==> src/rtl/rca_pkg.sv <==
// Constants for the clock/calendar block: register offsets, bit
// positions, counter settings, BCD limits and reset values.
// Assumes a 32-bit classic Wishbone slave with byte addresses.
package rca_pkg;
  localparam int DATA_W = 32;
  localparam int SEL_W = 4;
  // Register byte offsets
  localparam logic [7:0] OFF_CFG = 8'h00;
  localparam logic [7:0] OFF_PAD = 8'h04;
  localparam logic [7:0] OFF_ALM = 8'h08;
  localparam logic [7:0] OFF_TWIN = 8'h0c;
  localparam logic [7:0] OFF_AWIN = 8'h10;
  // Bit positions in the config, pad and alarm config words
  localparam int CFG_EN = 15;
  localparam int CFG_WREN = 13;
  localparam int CFG_OE = 10;
  localparam int PTR_HI = 9;
  localparam int PTR_LO = 8;
  localparam int ALM_EN = 15;
  localparam int ALM_CHIME = 14;
  localparam int MASK_HI = 13;
  localparam int MASK_LO = 10;
  localparam int PAD_SECSEL = 1;
  localparam int PAD_BUF = 0;
  // Crystal pulse counter; the bias keeps negative trims positive
  localparam logic [15:0] CNT_BIAS = 16'h0400;
  localparam logic [15:0] CNT_SEC_LAST = CNT_BIAS + 16'h7fff;
  localparam logic [15:0] CNT_HALF = CNT_BIAS + 16'h4000;
  localparam logic [15:0] CNT_RIPPLE = CNT_SEC_LAST - 16'h0020;
  // Alarm interval codes
  localparam logic [3:0] AM_HALF = 4'h0;
  localparam logic [3:0] AM_SEC = 4'h1;
  localparam logic [3:0] AM_10S = 4'h2;
  localparam logic [3:0] AM_MIN = 4'h3;
  localparam logic [3:0] AM_10M = 4'h4;
  localparam logic [3:0] AM_HOUR = 4'h5;
  localparam logic [3:0] AM_DAY = 4'h6;
  localparam logic [3:0] AM_WEEK = 4'h7;
  localparam logic [3:0] AM_MONTH = 4'h8;
  localparam logic [3:0] AM_YEAR = 4'h9;
  // BCD limits and field masks
  localparam logic [7:0] SEC_MAX = 8'h59;
  localparam logic [7:0] HR_MAX = 8'h23;
  localparam logic [7:0] MON_MAX = 8'h12;
  localparam logic [7:0] YR_MAX = 8'h99;
  localparam logic [2:0] WEEKDAY_DIGIT_MAX = 3'h6;
  localparam logic [7:0] M_MS = 8'h7f;
  localparam logic [7:0] M_HD = 8'h3f;
  localparam logic [7:0] M_MON = 8'h1f;
  localparam logic [2:0] M_WD = 3'h7;
  localparam logic [7:0] MON_FEB = 8'h02;
  localparam logic [7:0] MON_APR = 8'h04;
  localparam logic [7:0] MON_JUN = 8'h06;
  localparam logic [7:0] MON_SEP = 8'h09;
  localparam logic [7:0] MON_NOV = 8'h11;
  localparam logic [7:0] DAY_28 = 8'h28;
  localparam logic [7:0] DAY_29 = 8'h29;
  localparam logic [7:0] DAY_30 = 8'h30;
  localparam logic [7:0] DAY_31 = 8'h31;
  // Power-on time: 2000-01-01 00:00:00, a Saturday
  localparam logic [7:0] RST_ZERO = 8'h00;
  localparam logic [7:0] RST_ONE = 8'h01;
  localparam logic [2:0] RST_WEEKDAY_DIGIT = 3'h6;
  localparam logic [7:0] RPT_MAX = 8'hff;
endpackage

==> src/rtl/rca_top.sv <==
// Clock/calendar with alarm, seconds/alarm output pin and a
// classic Wishbone register slave. Assumes xtal_i is a 32.768 kHz
// crystal clock from a pin; por_i and rst_i are on clk_i.
//
// How it works
// - Enable runs clock; enable write needs unlock
// - Time window writes only when unlocked
// - Ripple flag set near second rollover
// - Half flag; cleared by seconds write
// - Pin driven only with output enable
// - Time pointer counts down, stops at zero
// - Time pointer picks window register pair
// - Per-minute trim of four pulses per unit
// - Config word cleared only at power-on
// - Source select: seconds clock or alarm
// - One-shot alarm disables itself after event
// - Chime wraps repeat count, else stops
// - Mask code picks alarm interval
// - Yearly code; reserved codes never fire
// - Alarm pointer counts down, stops at zero
// - Alarm pointer picks alarm register pair
// - Repeat count decrements on each event while nonzero
// - Year holds two BCD digits, locked
// - Month/day field layout
// - Weekday/hour field layout
// - Minute/second field layout
// - Leap year and weekday in hardware
// - Any window read moves its pointer while nonzero
// - Interrupt pulse on every alarm event
// - Alarm pulse toggles on each event
`timescale 1ns/1ps
`default_nettype none
module rca_top #(
  parameter int ADDR_W = 8
) (
  input wire logic clk_i,
  input wire logic rst_i,
  input wire logic por_i,
  input wire logic xtal_i,
  input wire logic wb_cyc_i,
  input wire logic wb_stb_i,
  input wire logic wb_we_i,
  input wire logic [ADDR_W-1:0] wb_adr_i,
  input wire logic [rca_pkg::SEL_W-1:0] wb_sel_i,
  input wire logic [rca_pkg::DATA_W-1:0] wb_dat_i,
  output logic [rca_pkg::DATA_W-1:0] wb_dat_o,
  output logic wb_ack_o,
  output logic rtc_pin_o,
  output logic rtc_pin_oe_n_o,
  output logic alarm_irq_o
);
  import rca_pkg::*;

  typedef struct packed {
    logic xs1;
    logic xs2;
    logic xs3;
    logic [15:0] cnt;
    logic en;
    logic wren;
    logic oe;
    logic [1:0] tptr;
    logic [7:0] cal;
    logic secsel;
    logic padbuf;
    logic alen;
    logic chime;
    logic [3:0] alarm_interval_mask;
    logic [1:0] aptr;
    logic [7:0] alarm_repeat_count;
    logic [7:0] sec;
    logic [7:0] min;
    logic [7:0] hr;
    logic [7:0] day;
    logic [7:0] mon;
    logic [7:0] yr;
    logic [2:0] weekday_digit;
    logic [7:0] asec;
    logic [7:0] amin;
    logic [7:0] ahr;
    logic [7:0] aday;
    logic [7:0] amon;
    logic [2:0] awday;
    logic chk;
    logic apulse;
    logic irq;
    logic pin;
    logic oe_n;
    logic ack;
    logic [31:0] dat;
  } rca_state_s;

  rca_state_s q;
  rca_state_s next;

  function automatic logic [7:0] bcd_inc(input logic [7:0] v);
    if (v[3:0] == 4'h9) begin
      return {v[7:4] + 4'h1, 4'h0};
    end
    return v + 8'h01;
  endfunction

  function automatic logic [7:0] last_day(input logic [7:0] m,
                                          input logic [7:0] y);
    logic [1:0] r;
    // Year mod 4 from BCD: 10*tens is 2*tens mod 4
    r = y[1:0] + {y[4], 1'b0};
    case (m)
      MON_FEB: return (r == 2'h0) ? DAY_29 : DAY_28;
      MON_APR, MON_JUN, MON_SEP, MON_NOV: return DAY_30;
      default: return DAY_31;
    endcase
  endfunction

  logic pulse;
  logic sec_tick;
  logic half_tick;
  logic half;
  logic ripple;
  logic acc;
  logic wr;
  logic hi;
  logic lo;
  logic evt;
  logic m;
  logic [7:0] reg_off;
  logic [15:0] tval;
  logic [15:0] aval;
  logic [15:0] cal_load;

  assign pulse = q.xs2 & ~q.xs3;
  assign sec_tick = pulse & q.en & (q.cnt == CNT_SEC_LAST);
  assign half_tick = pulse & q.en & (q.cnt == CNT_HALF - 16'h1);
  assign half = q.cnt >= CNT_HALF;
  assign ripple = q.en & (q.cnt >= CNT_RIPPLE);
  assign cal_load = CNT_BIAS + {{6{q.cal[7]}}, q.cal, 2'b00};
  assign acc = wb_cyc_i & wb_stb_i & ~q.ack;
  assign wr = acc & wb_we_i;
  assign hi = wb_sel_i[1];
  assign lo = wb_sel_i[0];
  assign reg_off = {wb_adr_i[7:2], 2'b00};

  // year in low byte, upper zero
  always_comb begin
    case (q.tptr)
      2'b00: tval = {q.min & M_MS, q.sec & M_MS};
      2'b01: tval = {5'h00, q.weekday_digit, q.hr & M_HD};
      2'b10: tval = {q.mon & M_MON, q.day & M_HD};
      default: tval = {8'h00, q.yr};
    endcase
  end

  always_comb begin
    case (q.aptr)
      2'b00: aval = {q.amin, q.asec};
      2'b01: aval = {5'h00, q.awday, q.ahr};
      2'b10: aval = {q.amon, q.aday};
      default: aval = 16'h0000;
    endcase
  end

  always_comb begin
    case (q.alarm_interval_mask)
      AM_HALF, AM_SEC: m = 1'b1;
      AM_10S: m = q.asec[3:0] == q.sec[3:0];
      AM_MIN: m = q.asec == q.sec;
      AM_10M: m = q.asec == q.sec && q.amin[3:0] == q.min[3:0];
      AM_HOUR: m = q.asec == q.sec && q.amin == q.min;
      AM_DAY: m = q.asec == q.sec && q.amin == q.min
                  && q.ahr == q.hr;
      AM_WEEK: m = q.asec == q.sec && q.amin == q.min
                   && q.ahr == q.hr && q.awday == q.weekday_digit;
      AM_MONTH: m = q.asec == q.sec && q.amin == q.min
                    && q.ahr == q.hr && q.aday == q.day;
      AM_YEAR: m = q.asec == q.sec && q.amin == q.min
                   && q.ahr == q.hr && q.aday == q.day
                   && q.amon == q.mon;
      default: m = 1'b0;
    endcase
  end

  // Compared one cycle after the second tick, on the new time
  assign evt = q.alen & ((q.alarm_interval_mask == AM_HALF & half_tick) |
                         (q.chk & m));

  always_comb begin
    next = q;
    next.xs1 = xtal_i;
    next.xs2 = q.xs1;
    next.xs3 = q.xs2;
    next.chk = 1'b0;
    next.irq = 1'b0;
    next.ack = acc;
    // BCD time and date with carries
    if (sec_tick) begin
      next.chk = 1'b1;
      next.cnt = (q.sec == SEC_MAX) ? cal_load : CNT_BIAS;
      if (q.sec != SEC_MAX) begin
        next.sec = bcd_inc(q.sec);
      end else begin
        next.sec = RST_ZERO;
        if (q.min != SEC_MAX) begin
          next.min = bcd_inc(q.min);
        end else begin
          next.min = RST_ZERO;
          if (q.hr != HR_MAX) begin
            next.hr = bcd_inc(q.hr);
          end else begin
            next.hr = RST_ZERO;
            next.weekday_digit = (q.weekday_digit == WEEKDAY_DIGIT_MAX) ? 3'h0 : q.weekday_digit + 3'h1;
            if (q.day != last_day(q.mon, q.yr)) begin
              next.day = bcd_inc(q.day);
            end else begin
              next.day = RST_ONE;
              if (q.mon != MON_MAX) begin
                next.mon = bcd_inc(q.mon);
              end else begin
                next.mon = RST_ONE;
                next.yr = (q.yr == YR_MAX) ? RST_ZERO : bcd_inc(q.yr);
              end
            end
          end
        end
      end
    end else if (pulse & q.en) begin
      next.cnt = q.cnt + 16'h0001;
    end
    if (evt) begin
      next.irq = 1'b1;
      next.apulse = ~q.apulse;
      if (q.alarm_repeat_count != RST_ZERO) begin
        next.alarm_repeat_count = q.alarm_repeat_count - 8'h01;
      end else if (q.chime) begin
        next.alarm_repeat_count = RPT_MAX;
      end else begin
        next.alen = 1'b0;
      end
    end
    if (acc) begin
      next.dat = '0;
      case (reg_off)
        OFF_CFG: begin
          next.dat[15:0] = {q.en, 1'b0, q.wren, ripple, half, q.oe,
                            q.tptr, q.cal};
          if (wr & hi) begin
            if (q.wren) begin
              next.en = wb_dat_i[CFG_EN];
            end
            next.wren = wb_dat_i[CFG_WREN];
            next.oe = wb_dat_i[CFG_OE];
            next.tptr = wb_dat_i[PTR_HI:PTR_LO];
          end
          if (wr & lo) begin
            next.cal = wb_dat_i[7:0];
          end
        end
        OFF_PAD: begin
          next.dat[1:0] = {q.secsel, q.padbuf};
          if (wr & lo) begin
            next.secsel = wb_dat_i[PAD_SECSEL];
            next.padbuf = wb_dat_i[PAD_BUF];
          end
        end
        OFF_ALM: begin
          next.dat[15:0] = {q.alen, q.chime, q.alarm_interval_mask, q.aptr, q.alarm_repeat_count};
          if (wr & hi) begin
            next.alen = wb_dat_i[ALM_EN];
            next.chime = wb_dat_i[ALM_CHIME];
            next.alarm_interval_mask = wb_dat_i[MASK_HI:MASK_LO];
            next.aptr = wb_dat_i[PTR_HI:PTR_LO];
          end
          if (wr & lo) begin
            next.alarm_repeat_count = wb_dat_i[7:0];
          end
        end
        OFF_TWIN: begin
          next.dat[15:0] = tval;
          if (wr & q.wren) begin
            case (q.tptr)
              2'b00: begin
                if (hi) begin
                  next.min = wb_dat_i[15:8] & M_MS;
                end
                if (lo) begin
                  next.sec = wb_dat_i[7:0] & M_MS;
                  next.cnt = CNT_BIAS;
                end
              end
              2'b01: begin
                if (hi) begin
                  next.weekday_digit = wb_dat_i[10:8] & M_WD;
                end
                if (lo) begin
                  next.hr = wb_dat_i[7:0] & M_HD;
                end
              end
              2'b10: begin
                if (hi) begin
                  next.mon = wb_dat_i[15:8] & M_MON;
                end
                if (lo) begin
                  next.day = wb_dat_i[7:0] & M_HD;
                end
              end
              default: begin
                if (lo) begin
                  next.yr = wb_dat_i[7:0];
                end
              end
            endcase
          end
          // countdown on read or high-byte write, hold at zero
          if ((!wb_we_i | hi) && q.tptr != 2'b00) begin
            next.tptr = q.tptr - 2'b01;
          end
        end
        OFF_AWIN: begin
          next.dat[15:0] = aval;
          if (wr) begin
            case (q.aptr)
              2'b00: begin
                if (hi) begin
                  next.amin = wb_dat_i[15:8] & M_MS;
                end
                if (lo) begin
                  next.asec = wb_dat_i[7:0] & M_MS;
                end
              end
              2'b01: begin
                if (hi) begin
                  next.awday = wb_dat_i[10:8] & M_WD;
                end
                if (lo) begin
                  next.ahr = wb_dat_i[7:0] & M_HD;
                end
              end
              2'b10: begin
                if (hi) begin
                  next.amon = wb_dat_i[15:8] & M_MON;
                end
                if (lo) begin
                  next.aday = wb_dat_i[7:0] & M_HD;
                end
              end
              default: begin
              end
            endcase
          end
          if ((!wb_we_i | hi) && q.aptr != 2'b00) begin
            next.aptr = q.aptr - 2'b01;
          end
        end
        default: begin
        end
      endcase
    end
    if (rst_i | por_i) begin
      next.ack = 1'b0;
      next.dat = '0;
      next.irq = 1'b0;
      next.chk = 1'b0;
      next.apulse = 1'b0;
      next.secsel = 1'b0;
      next.padbuf = 1'b0;
      next.alen = 1'b0;
      next.chime = 1'b0;
      next.alarm_interval_mask = AM_HALF;
      next.aptr = 2'b00;
      next.alarm_repeat_count = RST_ZERO;
    end
    // config and time kept over plain reset
    if (por_i) begin
      next.en = 1'b0;
      next.wren = 1'b0;
      next.oe = 1'b0;
      next.tptr = 2'b00;
      next.cal = RST_ZERO;
      next.cnt = CNT_BIAS;
      next.xs1 = 1'b0;
      next.xs2 = 1'b0;
      next.xs3 = 1'b0;
      next.sec = RST_ZERO;
      next.min = RST_ZERO;
      next.hr = RST_ZERO;
      next.day = RST_ONE;
      next.mon = RST_ONE;
      next.yr = RST_ZERO;
      next.weekday_digit = RST_WEEKDAY_DIGIT;
      next.asec = RST_ZERO;
      next.amin = RST_ZERO;
      next.ahr = RST_ZERO;
      next.aday = RST_ONE;
      next.amon = RST_ONE;
      next.awday = 3'h0;
    end
    next.pin = next.secsel ? ~(next.cnt >= CNT_HALF) : next.apulse;
    next.oe_n = ~next.oe;
  end

  always_ff @(posedge clk_i) begin
    q <= next;
  end

  assign wb_dat_o = q.dat;
  assign wb_ack_o = q.ack;
  assign rtc_pin_o = q.pin;
  assign rtc_pin_oe_n_o = q.oe_n;
  assign alarm_irq_o = q.irq;

  logic cfg_hi_wr;
  logic twin_acc;
  logic awin_acc;
  logic alm_wr;
  assign cfg_hi_wr = wr & hi & reg_off == OFF_CFG;
  assign twin_acc = acc & reg_off == OFF_TWIN & (!wb_we_i | hi);
  assign awin_acc = acc & reg_off == OFF_AWIN & (!wb_we_i | hi);
  assign alm_wr = wr & reg_off == OFF_ALM;
endmodule // rca_top
`default_nettype wire

==> config.mk <==
export PLATFORM = sky130hd
export DESIGN_NAME = rca_top
export DESIGN_NICKNAME = d
export VERILOG_FILES = /design/src/rtl/rca_pkg.sv /design/src/rtl/rca_top.sv
export SDC_FILE = /design/constraint.sdc
export NUM_CORES = 1
export LEC_CHECK = 0
export BUFFER_PORTS_ARGS = -buffer_cell sky130_fd_sc_hd__buf_2
export CAP_MARGIN = 0
export CORE_MARGIN = 5
export CORE_UTILIZATION = 60
export DETAILED_ROUTE_END_ITERATION = 10
export PLACE_DENSITY = 0.79
export SLEW_MARGIN = 10
export SYNTH_ARGS = -nofsm -noshare
export SYNTH_HDL_FRONTEND = slang
export SYNTH_SLANG_ARGS = --single-unit
==> constraint.sdc <==
create_clock -name clk_i -period 5.6 [get_ports clk_i]
set_input_delay 1.12 -clock clk_i [delete_from_list [all_inputs] [get_ports clk_i]]
set_output_delay 1.12 -clock clk_i [all_outputs]
set_load 0.02 [all_outputs]
Word level (Yosys, flattened, before mapping) --
Cells that the tools add are included.
Cells by class: $lt $le $gt $ge 3, equal/unequal tests 50, $mul 0, add/subtract/negate cells 19, bitwise logic cells 22, div/mod/pow operators 0, shifts and indexed selects 0, mux-type cells 129, reduce and logical (&&, ||, !) cells 35
Operators with widths (count):
- 8-bit 2-to-1 mux | 40
- 16-bit 2-to-1 mux | 11
- 51-bit 2-to-1 mux | 3
- 141-bit 2-to-1 mux | 1
- 43-bit 2-to-1 mux | 3
- 15-bit one-hot mux with 3 select lines | 2
- 14-bit one-hot mux with 4 select lines | 1
- 8-bit by 1-bit adder with 8-bit output, second input constant | 6
- 1-bit 2-to-1 mux | 39
- 35-bit 2-to-1 mux | 1
- 4-bit == test, second input constant | 8
- 16-bit by 15-bit greater-or-equal comparator with 1-bit output, second input constant | 2
- 5-bit AND reduction | 6
- 29-bit 2-to-1 mux | 1
- 27-bit 2-to-1 mux | 1
- 4-bit by 1-bit adder with 4-bit output, second input constant | 6
- 18-bit 2-to-1 mux | 1
- 3-bit 2-to-1 mux | 6
- 6-bit 2-to-1 mux | 3
- 16-bit by 1-bit adder with 16-bit output, second input constant | 1
- 16-bit by 15-bit == test with 1-bit output, second input constant | 1
- 16-bit == test, second input constant | 1
- 4-bit by 3-bit == test with 1-bit output, second input constant | 4
- 6-bit by 8-bit == test with 1-bit output | 2
- other kinds (52) | 108
Word-level totals: bits in read-only memories 0, RAM bits 0, output and inout port bits 36, register bits 157, memories 0, logic and storage cells 294, input bits 51, bits in latches 0

Longest topological paths before layout --
Gate-level depths: netlist of run 1.
depth after elaboration 31, mapped depth 11, depth with buffers taken out 10

Worst setup path before layout of run 1 --
No wires, ideal clock.
path kind reg2reg, start point register q[96] (netlist bit), end point register q[90] (netlist bit), period minus slack after synthesis 3.201 ns, required time 5.509 ns, arrival 3.110 ns, buffers on the path 1, setup slack 2.399 ns, cell stages (with the launch flop) 12, setup time 0.091 ns, cell sequence dfxtp_1 > clkbuf_1 > inv_1 > ha_1 > or3b_1 > nor4b_2 > or4_4 > a21oi_4 > nand2_2 > or4_4 > or4_1 > a311oi_1
On the way: word-level cells in the longest chain between the ends 18, elaborated cells on any way between the ends 24, those cells by class eq/ne: 7; mux: 16; reduce/logical: 1
Ends and longest elaborated chain:
- from (decl) | line rca_top.sv:93 | rca_state_s q;
- from (signal assigned) | line rca_top.sv:401 | q <= next;
- 8-bit by 3-bit == test with 1-bit output (tied with other cells) | line rca_top.sv:108 | case (m)
- 4-bit OR reduction | line rca_top.sv:108
- 5-bit one-hot mux with 2 select lines | line rca_top.sv:108
- 8-bit 2-to-1 mux | line rca_top.sv:206 | if (q.hr != HR_MAX) begin
- 8-bit 2-to-1 mux | line rca_top.sv:202 | if (q.min != SEC_MAX) begin
- 8-bit 2-to-1 mux | line rca_top.sv:198 | if (q.sec != SEC_MAX) begin
- 8-bit 2-to-1 mux | line rca_top.sv:195 | if (sec_tick) begin
- 8-bit != test | line rca_top.sv:211 | if (q.day != last_day(q.mon, q.yr)) begin
- [... 2 more ...]
- 35-bit 2-to-1 mux * | line rca_top.sv:202
- 43-bit 2-to-1 mux * | line rca_top.sv:198
- 51-bit 2-to-1 mux * | line rca_top.sv:195
- 8-bit 2-to-1 mux | line rca_top.sv:306 | if (lo) begin
- 8-bit 2-to-1 mux | line rca_top.sv:279 | case (q.tptr)
- 51-bit 2-to-1 mux | line rca_top.sv:278 | if (wr & q.wren) begin
- 51-bit 2-to-1 mux | line rca_top.sv:241 | case (reg_off)
- 141-bit 2-to-1 mux * | line rca_top.sv:239 | if (acc) begin
Every way passes the cells marked *; elsewhere a longest branch is shown, timed or not. The select of a mux whose other input is x is not followed. A chain may end at the register's enable or synchronous reset.

Final worst setup path of run 1 --
start point input wb_adr_i[5], end point register q[140] (netlist bit)
On the way: word-level cells in the longest chain between the ends 3, elaborated cells on any way between the ends 7, those cells by class eq/ne: 4; mux: 1; reduce/logical: 2
Ends and longest elaborated chain:
- from (decl) | line rca_top.sv:43 | input wire logic [ADDR_W-1:0] wb_adr_i,
- 6-bit by 3-bit == test with 1-bit output / 6-bit by 2-bit == test with 1-bit output (equally long branches) | line rca_top.sv:241
- 2-bit != test (no source line) / 2-bit nonzero test (equally long branches)
- 4-bit AND reduction (no source line)
Parallel ways exist; a longest one is shown, timed or not.

==> run metrics, run 1 <==
Area Overhead vs Synth=7.075%; top post-synthesis cells by area=dfxtp_1 (33%), nor2_1 (5.8%), nand2_1 (4.7%); Critical-path top delay cell=nor4_1; Vias=9,134; Slew Limit Fails=0; Iter 0 DRT Violations=1,244; total track usage=between 20% and 30%; outcome=complete, no violations; DRC viols=0; vias in the first global route=roughly 8.2k; required time of the critical path=5940 ps; CTS H-tree lvls=4; vias per cell=6.483; P_leak=3.612 nW; share of flip-flops with an asynchronous set or reset=0%; Post-Synthesis Cells=roughly 1.2k; Slew headroom=between 20% and 30%; CP startpoint kind=input pin; commonest non-fill, non-tap cells in the layout=dfxtp_1 (157), nor2_1 (144), nand2_1 (117); Synth area leader=dfxtp_1; wire per inst=19.82 um; YS warnings=0; CP bufs+invs=2; dpl ws=1730 ps; RR Startpoint=q[124]; worst-case clock skew=about 11 ps; ys flop type=dfxtp_1; Port Buf Inserts=50; Tmin final=around 3600 ps; CP max stage delay=820 ps; Post-synth EDFFs=0; Syn Std Cell Area=~0.0094 mm2; GPL Wtd Cong=0.9812; Crit. End Element=flop; DP Wirelength=between 15,000 and 20,000 um; CP Cell Sequence=buf_2 > nor4_1 > nand2_1 > nor2_1 > buf_4 > nand2_1 > o21ai_0 > and3_1 > a21oi_1 > a311oi_1; Final Util=approximately 66%; post-CTS setup buffers=0; Achievable Freq=between 200 and 300 MHz; Post-CTS Hold Buffers=0; share of post-route cells with drive strength above 1=8.848%; first-pass GRT wire length=43,530 um; crit-path max FO=10; most frequent cell on the critical path=nand2_1; die footprint=0.01825 mm2; setup ws final=2020 ps; fin crit share=63.92%; Setup TNS=0 ps; Antenna Violating Nets Remaining=0; Netlist cell types=70; number of CTS-inserted buffers=17; ANT cells=0; Die Wd=135.1 um; CTS root buf=clkbuf_16; die height=135.1 um; row cnt=45; fin nets=1,269; Clock Path Buffers=2; Initial Util=61.54%; Seq/Total Area, Yosys=33.47%; post-CTS resize count=0; Reg2Reg Depth=10; measured slew at the worst slew-check pin=1187 ps; Setup CP Type=in -> reg; cell family with most CP delay=simple AND/OR/NAND/NOR gates; clk sinks=157; worst r2r dst=q[93]; grt ovf=0; CTS tree=done; Synth Area per Inst=7.793 um2; largest net degree at the start of global routing=76; PD cells=235.1 mW/mm2; core area=0.01526 mm2; most common cell after layout, fill and taps aside=dfxtp_1; first drt pass iteration count=7; Max VDD drop=284.5 uV; I/O pins=87; share of the synthesized area in the top cell type=33.47%; Max Cap Violations=0; Setup violations, final=0; Clock Latency Late Sink=430 ps; origin of the worst setup path=wb_adr_i[5]; critical path depth in cells=10; class of the worst hold path=reg -> reg; crit path DAT=3920 ps; initial antenna violation count=0; unrepaired setup endpoints after global routing=no; FF-to-FF setup slack=just over 2000 ps; routed wire length=27,930 um; Synth Register Bits=157; final hold viol count=0; clock-pin slew on the worst setup and hold paths=60 ps; Critical Path Sink=q[140]
[cell families (layout without fill, tap and decap cells)]
| family | Yosys count | in the layout | share of synthesized area (%) |
|---|---|---|---|
| multiplexers | 43 | 43 | 4.597 |
| adder cells (fa/ha/maj) | 33 | 33 | 4.397 |
| AO/OA/AOI/OAI | 303 | 303 | 20.79 |
| XOR/XNOR | 61 | 61 | 5.690 |
| flip-flops | 157 | 157 | 33.47 |
| buffers and inverters | 145 | 123 | 7.182 |
| AND/OR/NAND/NOR | 462 | 462 | 23.84 |
| other | 1 | 16 | 0.03994 |
[cell type report]
| cell class | count | area, um2 |
|---|---|---|
| multi-input combinational | 918 | 5629 |
| tap | 211 | 264.0 |
| sequential | 157 | 3143 |
| clock inverter | 12 | 111.4 |
| inverter | 32 | 120.1 |
| timing repair buffer | 59 | 320.3 |
| clock buffer | 20 | 466.7 |
| fill | 1319 | 5204 |
[through the flow]
step | hold WS (ps) | instance area (um2) | total power, mW | std cells
6_report | 452.0 | 10050 | 2.363 | 1409
4_1_cts | 457.6 | 10050 | 2.367 | 1409
3_3_place_gp | 443.2 | 9477 | 1.244 | 1377
2_1_floorplan | 413.8 | 9447 | 1.218 | 1220
3_5_place_dp | 438.4 | 9477 | 1.244 | 1377
5_1_grt | 472.8 | 10050 | 2.427 | 1409
[registers in the layout (all words and copies together) (netlist names)]
register and count:
q 137, wb_dat_o 16, alarm_irq_o 1, rtc_pin_o 1, rtc_pin_oe_n_o 1, wb_ack_o 1
[layer usage]
| metal | wire length (um) | up-vias | share of wire (%) | track usage (%) |
|---|---|---|---|---|
| li1 | - | 4247 | - | - |
| met5 | 0 | - | 0 | 0 |
| met4 | 1209 | 0 | 4.3 | 14.05 |
| met2 | 12280 | 482 | 44 | 45.30 |
| met3 | 2607 | 99 | 9.3 | 6.557 |
| met1 | 11830 | 4306 | 42 | 40.65 |
[Yosys cell counts (3+ instances only)]
| master | n |
|---|---|
| and3b_1 | 3 |
| nand4b_1 | 3 |
| nor2_1 | 144 |
| a31oi_1 | 15 |
| nand4_1 | 14 |
| mux2i_1 | 42 |
| nand2b_1 | 4 |
| nor3_1 | 31 |
| o211ai_1 | 7 |
| nand2_1 | 117 |
| or2_2 | 5 |
| nand3b_1 | 9 |
| a311oi_1 | 13 |
| or3_1 | 12 |
| a22oi_1 | 16 |
| and2_1 | 12 |
| a222oi_1 | 20 |
| inv_1 | 32 |
| dfxtp_1 | 157 |
| a211oi_1 | 22 |
| ha_1 | 33 |
| buf_4 | 34 |
| nor2b_1 | 10 |
| a21oi_1 | 87 |
| nor4b_2 | 3 |
| and3_1 | 18 |
| nand3_1 | 48 |
| buf_1 | 3 |
| and4_1 | 4 |
| o21ai_0 | 84 |
| a221oi_1 | 3 |
| xnor2_1 | 38 |
| xor2_1 | 23 |
| nor4_1 | 12 |
| a22o_1 | 4 |
| clkbuf_1 | 74 |
[worst min-delay path by stage]
stage,from,end,slack (ps),depth (start not counted)
6_report,q[181],q[180],450,1
5_1_grt,q[181],q[180],470,1
4_1_cts,q[181],q[180],460,1
3_5_place_dp,q[181],q[180],440,1
3_3_place_gp,q[181],q[180],440,1
2_1_floorplan,q[181],q[180],410,1
[power by group]
| group | internal, mW | switching [mW] | leakage, nW |
|---|---|---|---|
| Clock | 0.649 | 0.492 | 0.279 |
| Sequential | 1.12 | 0.00362 | 1.27 |
| Combinational | 0.0222 | 0.0757 | 2.07 |
Note: power is estimated with default switching activity, not from simulation.
==> inputs of run 2 (changes only) <==
Clock period 5.6 ns to 3.63 ns, I/O delays scaled along.
==> run 2 against run 1 <==
Net effect: utilization rose by 1.1 points; final cell count rose by 1.6%; worst hold slack improved by 6.2 ps; die area stayed put; flip-flop and latch count stayed put; count of clock-buffer cells in the layout decreased by 3; register-to-register slack worse by 1900 ps; sequential share of layout area is 0.54 points lower; largest power group unchanged; first-iteration DRC count up 19%; via count increased by 1.0%; setup slack got worse by 1800 ps.
==> run metrics, run 2 (same netlist as run 1, synthesis figures left out) <==
outcome=complete, no violations; final hold viol count=0 (unchanged); worst-case clock skew=10.22 ps (-0.5729 ps); required time of the critical path=3980 ps (-1960 ps); measured slew at the worst slew-check pin=960.1 ps (-226.5 ps); fin nets=1,291 (+1.7%); Tot Pwr=3.660 mW (+55%); Clock Path Buffers=2 (unchanged); vias per cell=6.447 (-0.55%); Critical-path top delay cell=or4_4; max reg flops=137 (unchanged); class of the worst hold path=reg -> reg; Achievable Freq=291.5 MHz; fin crit share=94.51%; Max Cap Violations=0 (unchanged); ANT cells=0 (unchanged); Area after DPL=0.009642 mm2 (+1.7%); clk sinks=157 (unchanged); largest net degree at the start of global routing=53 (-30%); grt ovf=0 (unchanged); crit path DAT=3780 ps (-140 ps); Initial Util=61.54% (unchanged); met1 wire length=11,360 um (-3.9%); Max VDD drop=339.0 uV (+19%); Area Overhead vs Synth=8.941%; share of post-route cells with drive strength above 1=10.66% (+1.8 points); Setup TNS=0 ps (unchanged); DP Wirelength=20,140 um (+2.1%); final hold slack=458.2 ps (+6.161 ps); most common cell after layout, fill and taps aside=dfxtp_1; routed wire length=28,110 um (+0.64%); initial antenna violation count=0 (unchanged); final non-filler cell total=1,431 (+1.6%); Largest Register=q; Slew Limit Fails=0 (unchanged); CP bufs+invs=1 (-1); clock-pin slew on the worst setup and hold paths=70 ps (about the same); DRC viols=0 (unchanged); Setup CP Type=reg -> reg; Antenna Violating Nets Remaining=0 (unchanged); die footprint=0.01825 mm2 (unchanged); PD cells=357.8 mW/mm2 (+52%); number of CTS-inserted buffers=17 (unchanged); Finished Cell Area=0.01023 mm2 (+1.7%); first-pass GRT wire length=44,510 um (+2.2%); GPL Wtd Cong=0.9642 (-1.7%); CP Cell Sequence=inv_1 > ha_1 > or3b_1 > nor4b_2 > o31ai_1 > a21oi_4 > nand2_2 > or4_4 > or4_1 > a311oi_1; placed cells=1,399 (+1.6%); met3 wire length=3122 um (+20%); CTS tree=done; Setup violations, final=0 (unchanged); vias in the first global route=8,339 (+1.8%); Port Buf Inserts=50 (unchanged); unrepaired setup endpoints after global routing=no; total track usage=30.64% (+0.71 points); Slew headroom=35.99% (+16 points); Die Wd=135.1 um (unchanged); row cnt=45 (unchanged); wire per inst=19.64 um (-0.90%); Crit. End Element=flop; P_leak=3.730 nW (+3.3%); Tmin final=3431 ps; top layer in use=met4; Clock Latency Late Sink=440 ps (about the same); CP max stage delay=510 ps (-310 ps); wire length on met2=12,550 um (+2.2%); cell family with most CP delay=simple AND/OR/NAND/NOR gates; crit-path max FO=9 (-1); I/O pins=87 (unchanged); Iter 0 DRT Violations=1,482 (+19%); die height=135.1 um (unchanged); Vias=9,226 (+1.0%); core area=0.01526 mm2 (unchanged); CTS root buf=clkbuf_16; CP startpoint kind=flop; commonest non-fill, non-tap cells in the layout=dfxtp_1 (157), nor2_1 (144), nand2_1 (117); CTS H-tree lvls=4 (unchanged); first drt pass iteration count=7 (unchanged)
## run 2: metal layers
metal  up-vias  track usage [%]
li1       4296                -
met1      4293            41.37
met2       548            46.65
met3        89            7.340
met4         0            13.49
met5         -                0
## run 2: worst paths after layout
check           end    from  slack (ps)  depth (start not counted)
min          q[180]  q[181]         460                          1
max           q[90]   q[97]         200                         10
max reg2reg   q[90]   q[97]         200                         10
min reg2reg  q[180]  q[181]         460                          1
## run 2: layout make-up
class,instances,area [um2]
sequential,157,3143
clock inverter,15,151.4
clock buffer,17,425.4
tap,211,264.0
timing repair buffer,81,485.5
fill,1291,5029
inverter,32,120.1
multi-input combinational,918,5640
## run 2: per-stage QoR
stage                     worst slack, ps  utilization [%]
after floorplan                     428.9                -
after global placement              379.0            63.19
after detailed placement            258.3            63.19
after CTS                           237.7            66.97
after global routing                37.41            67.04
final                               199.5            67.04
## run 2: repair_timing
item                                    CTS  global route
hold buffers                              0             0
endpoints found under the hold margin     0             0
endpoints found under the setup margin    0             2
setup buffers                             0             0
resized for setup                         0             2
## run 2: where the power goes
part           total, mW  internal, mW  switching, mW
clock               1.77         0.967          0.806
combinational      0.153        0.0348          0.118
sequential          1.73          1.73        0.00592
total               3.66          2.73          0.930
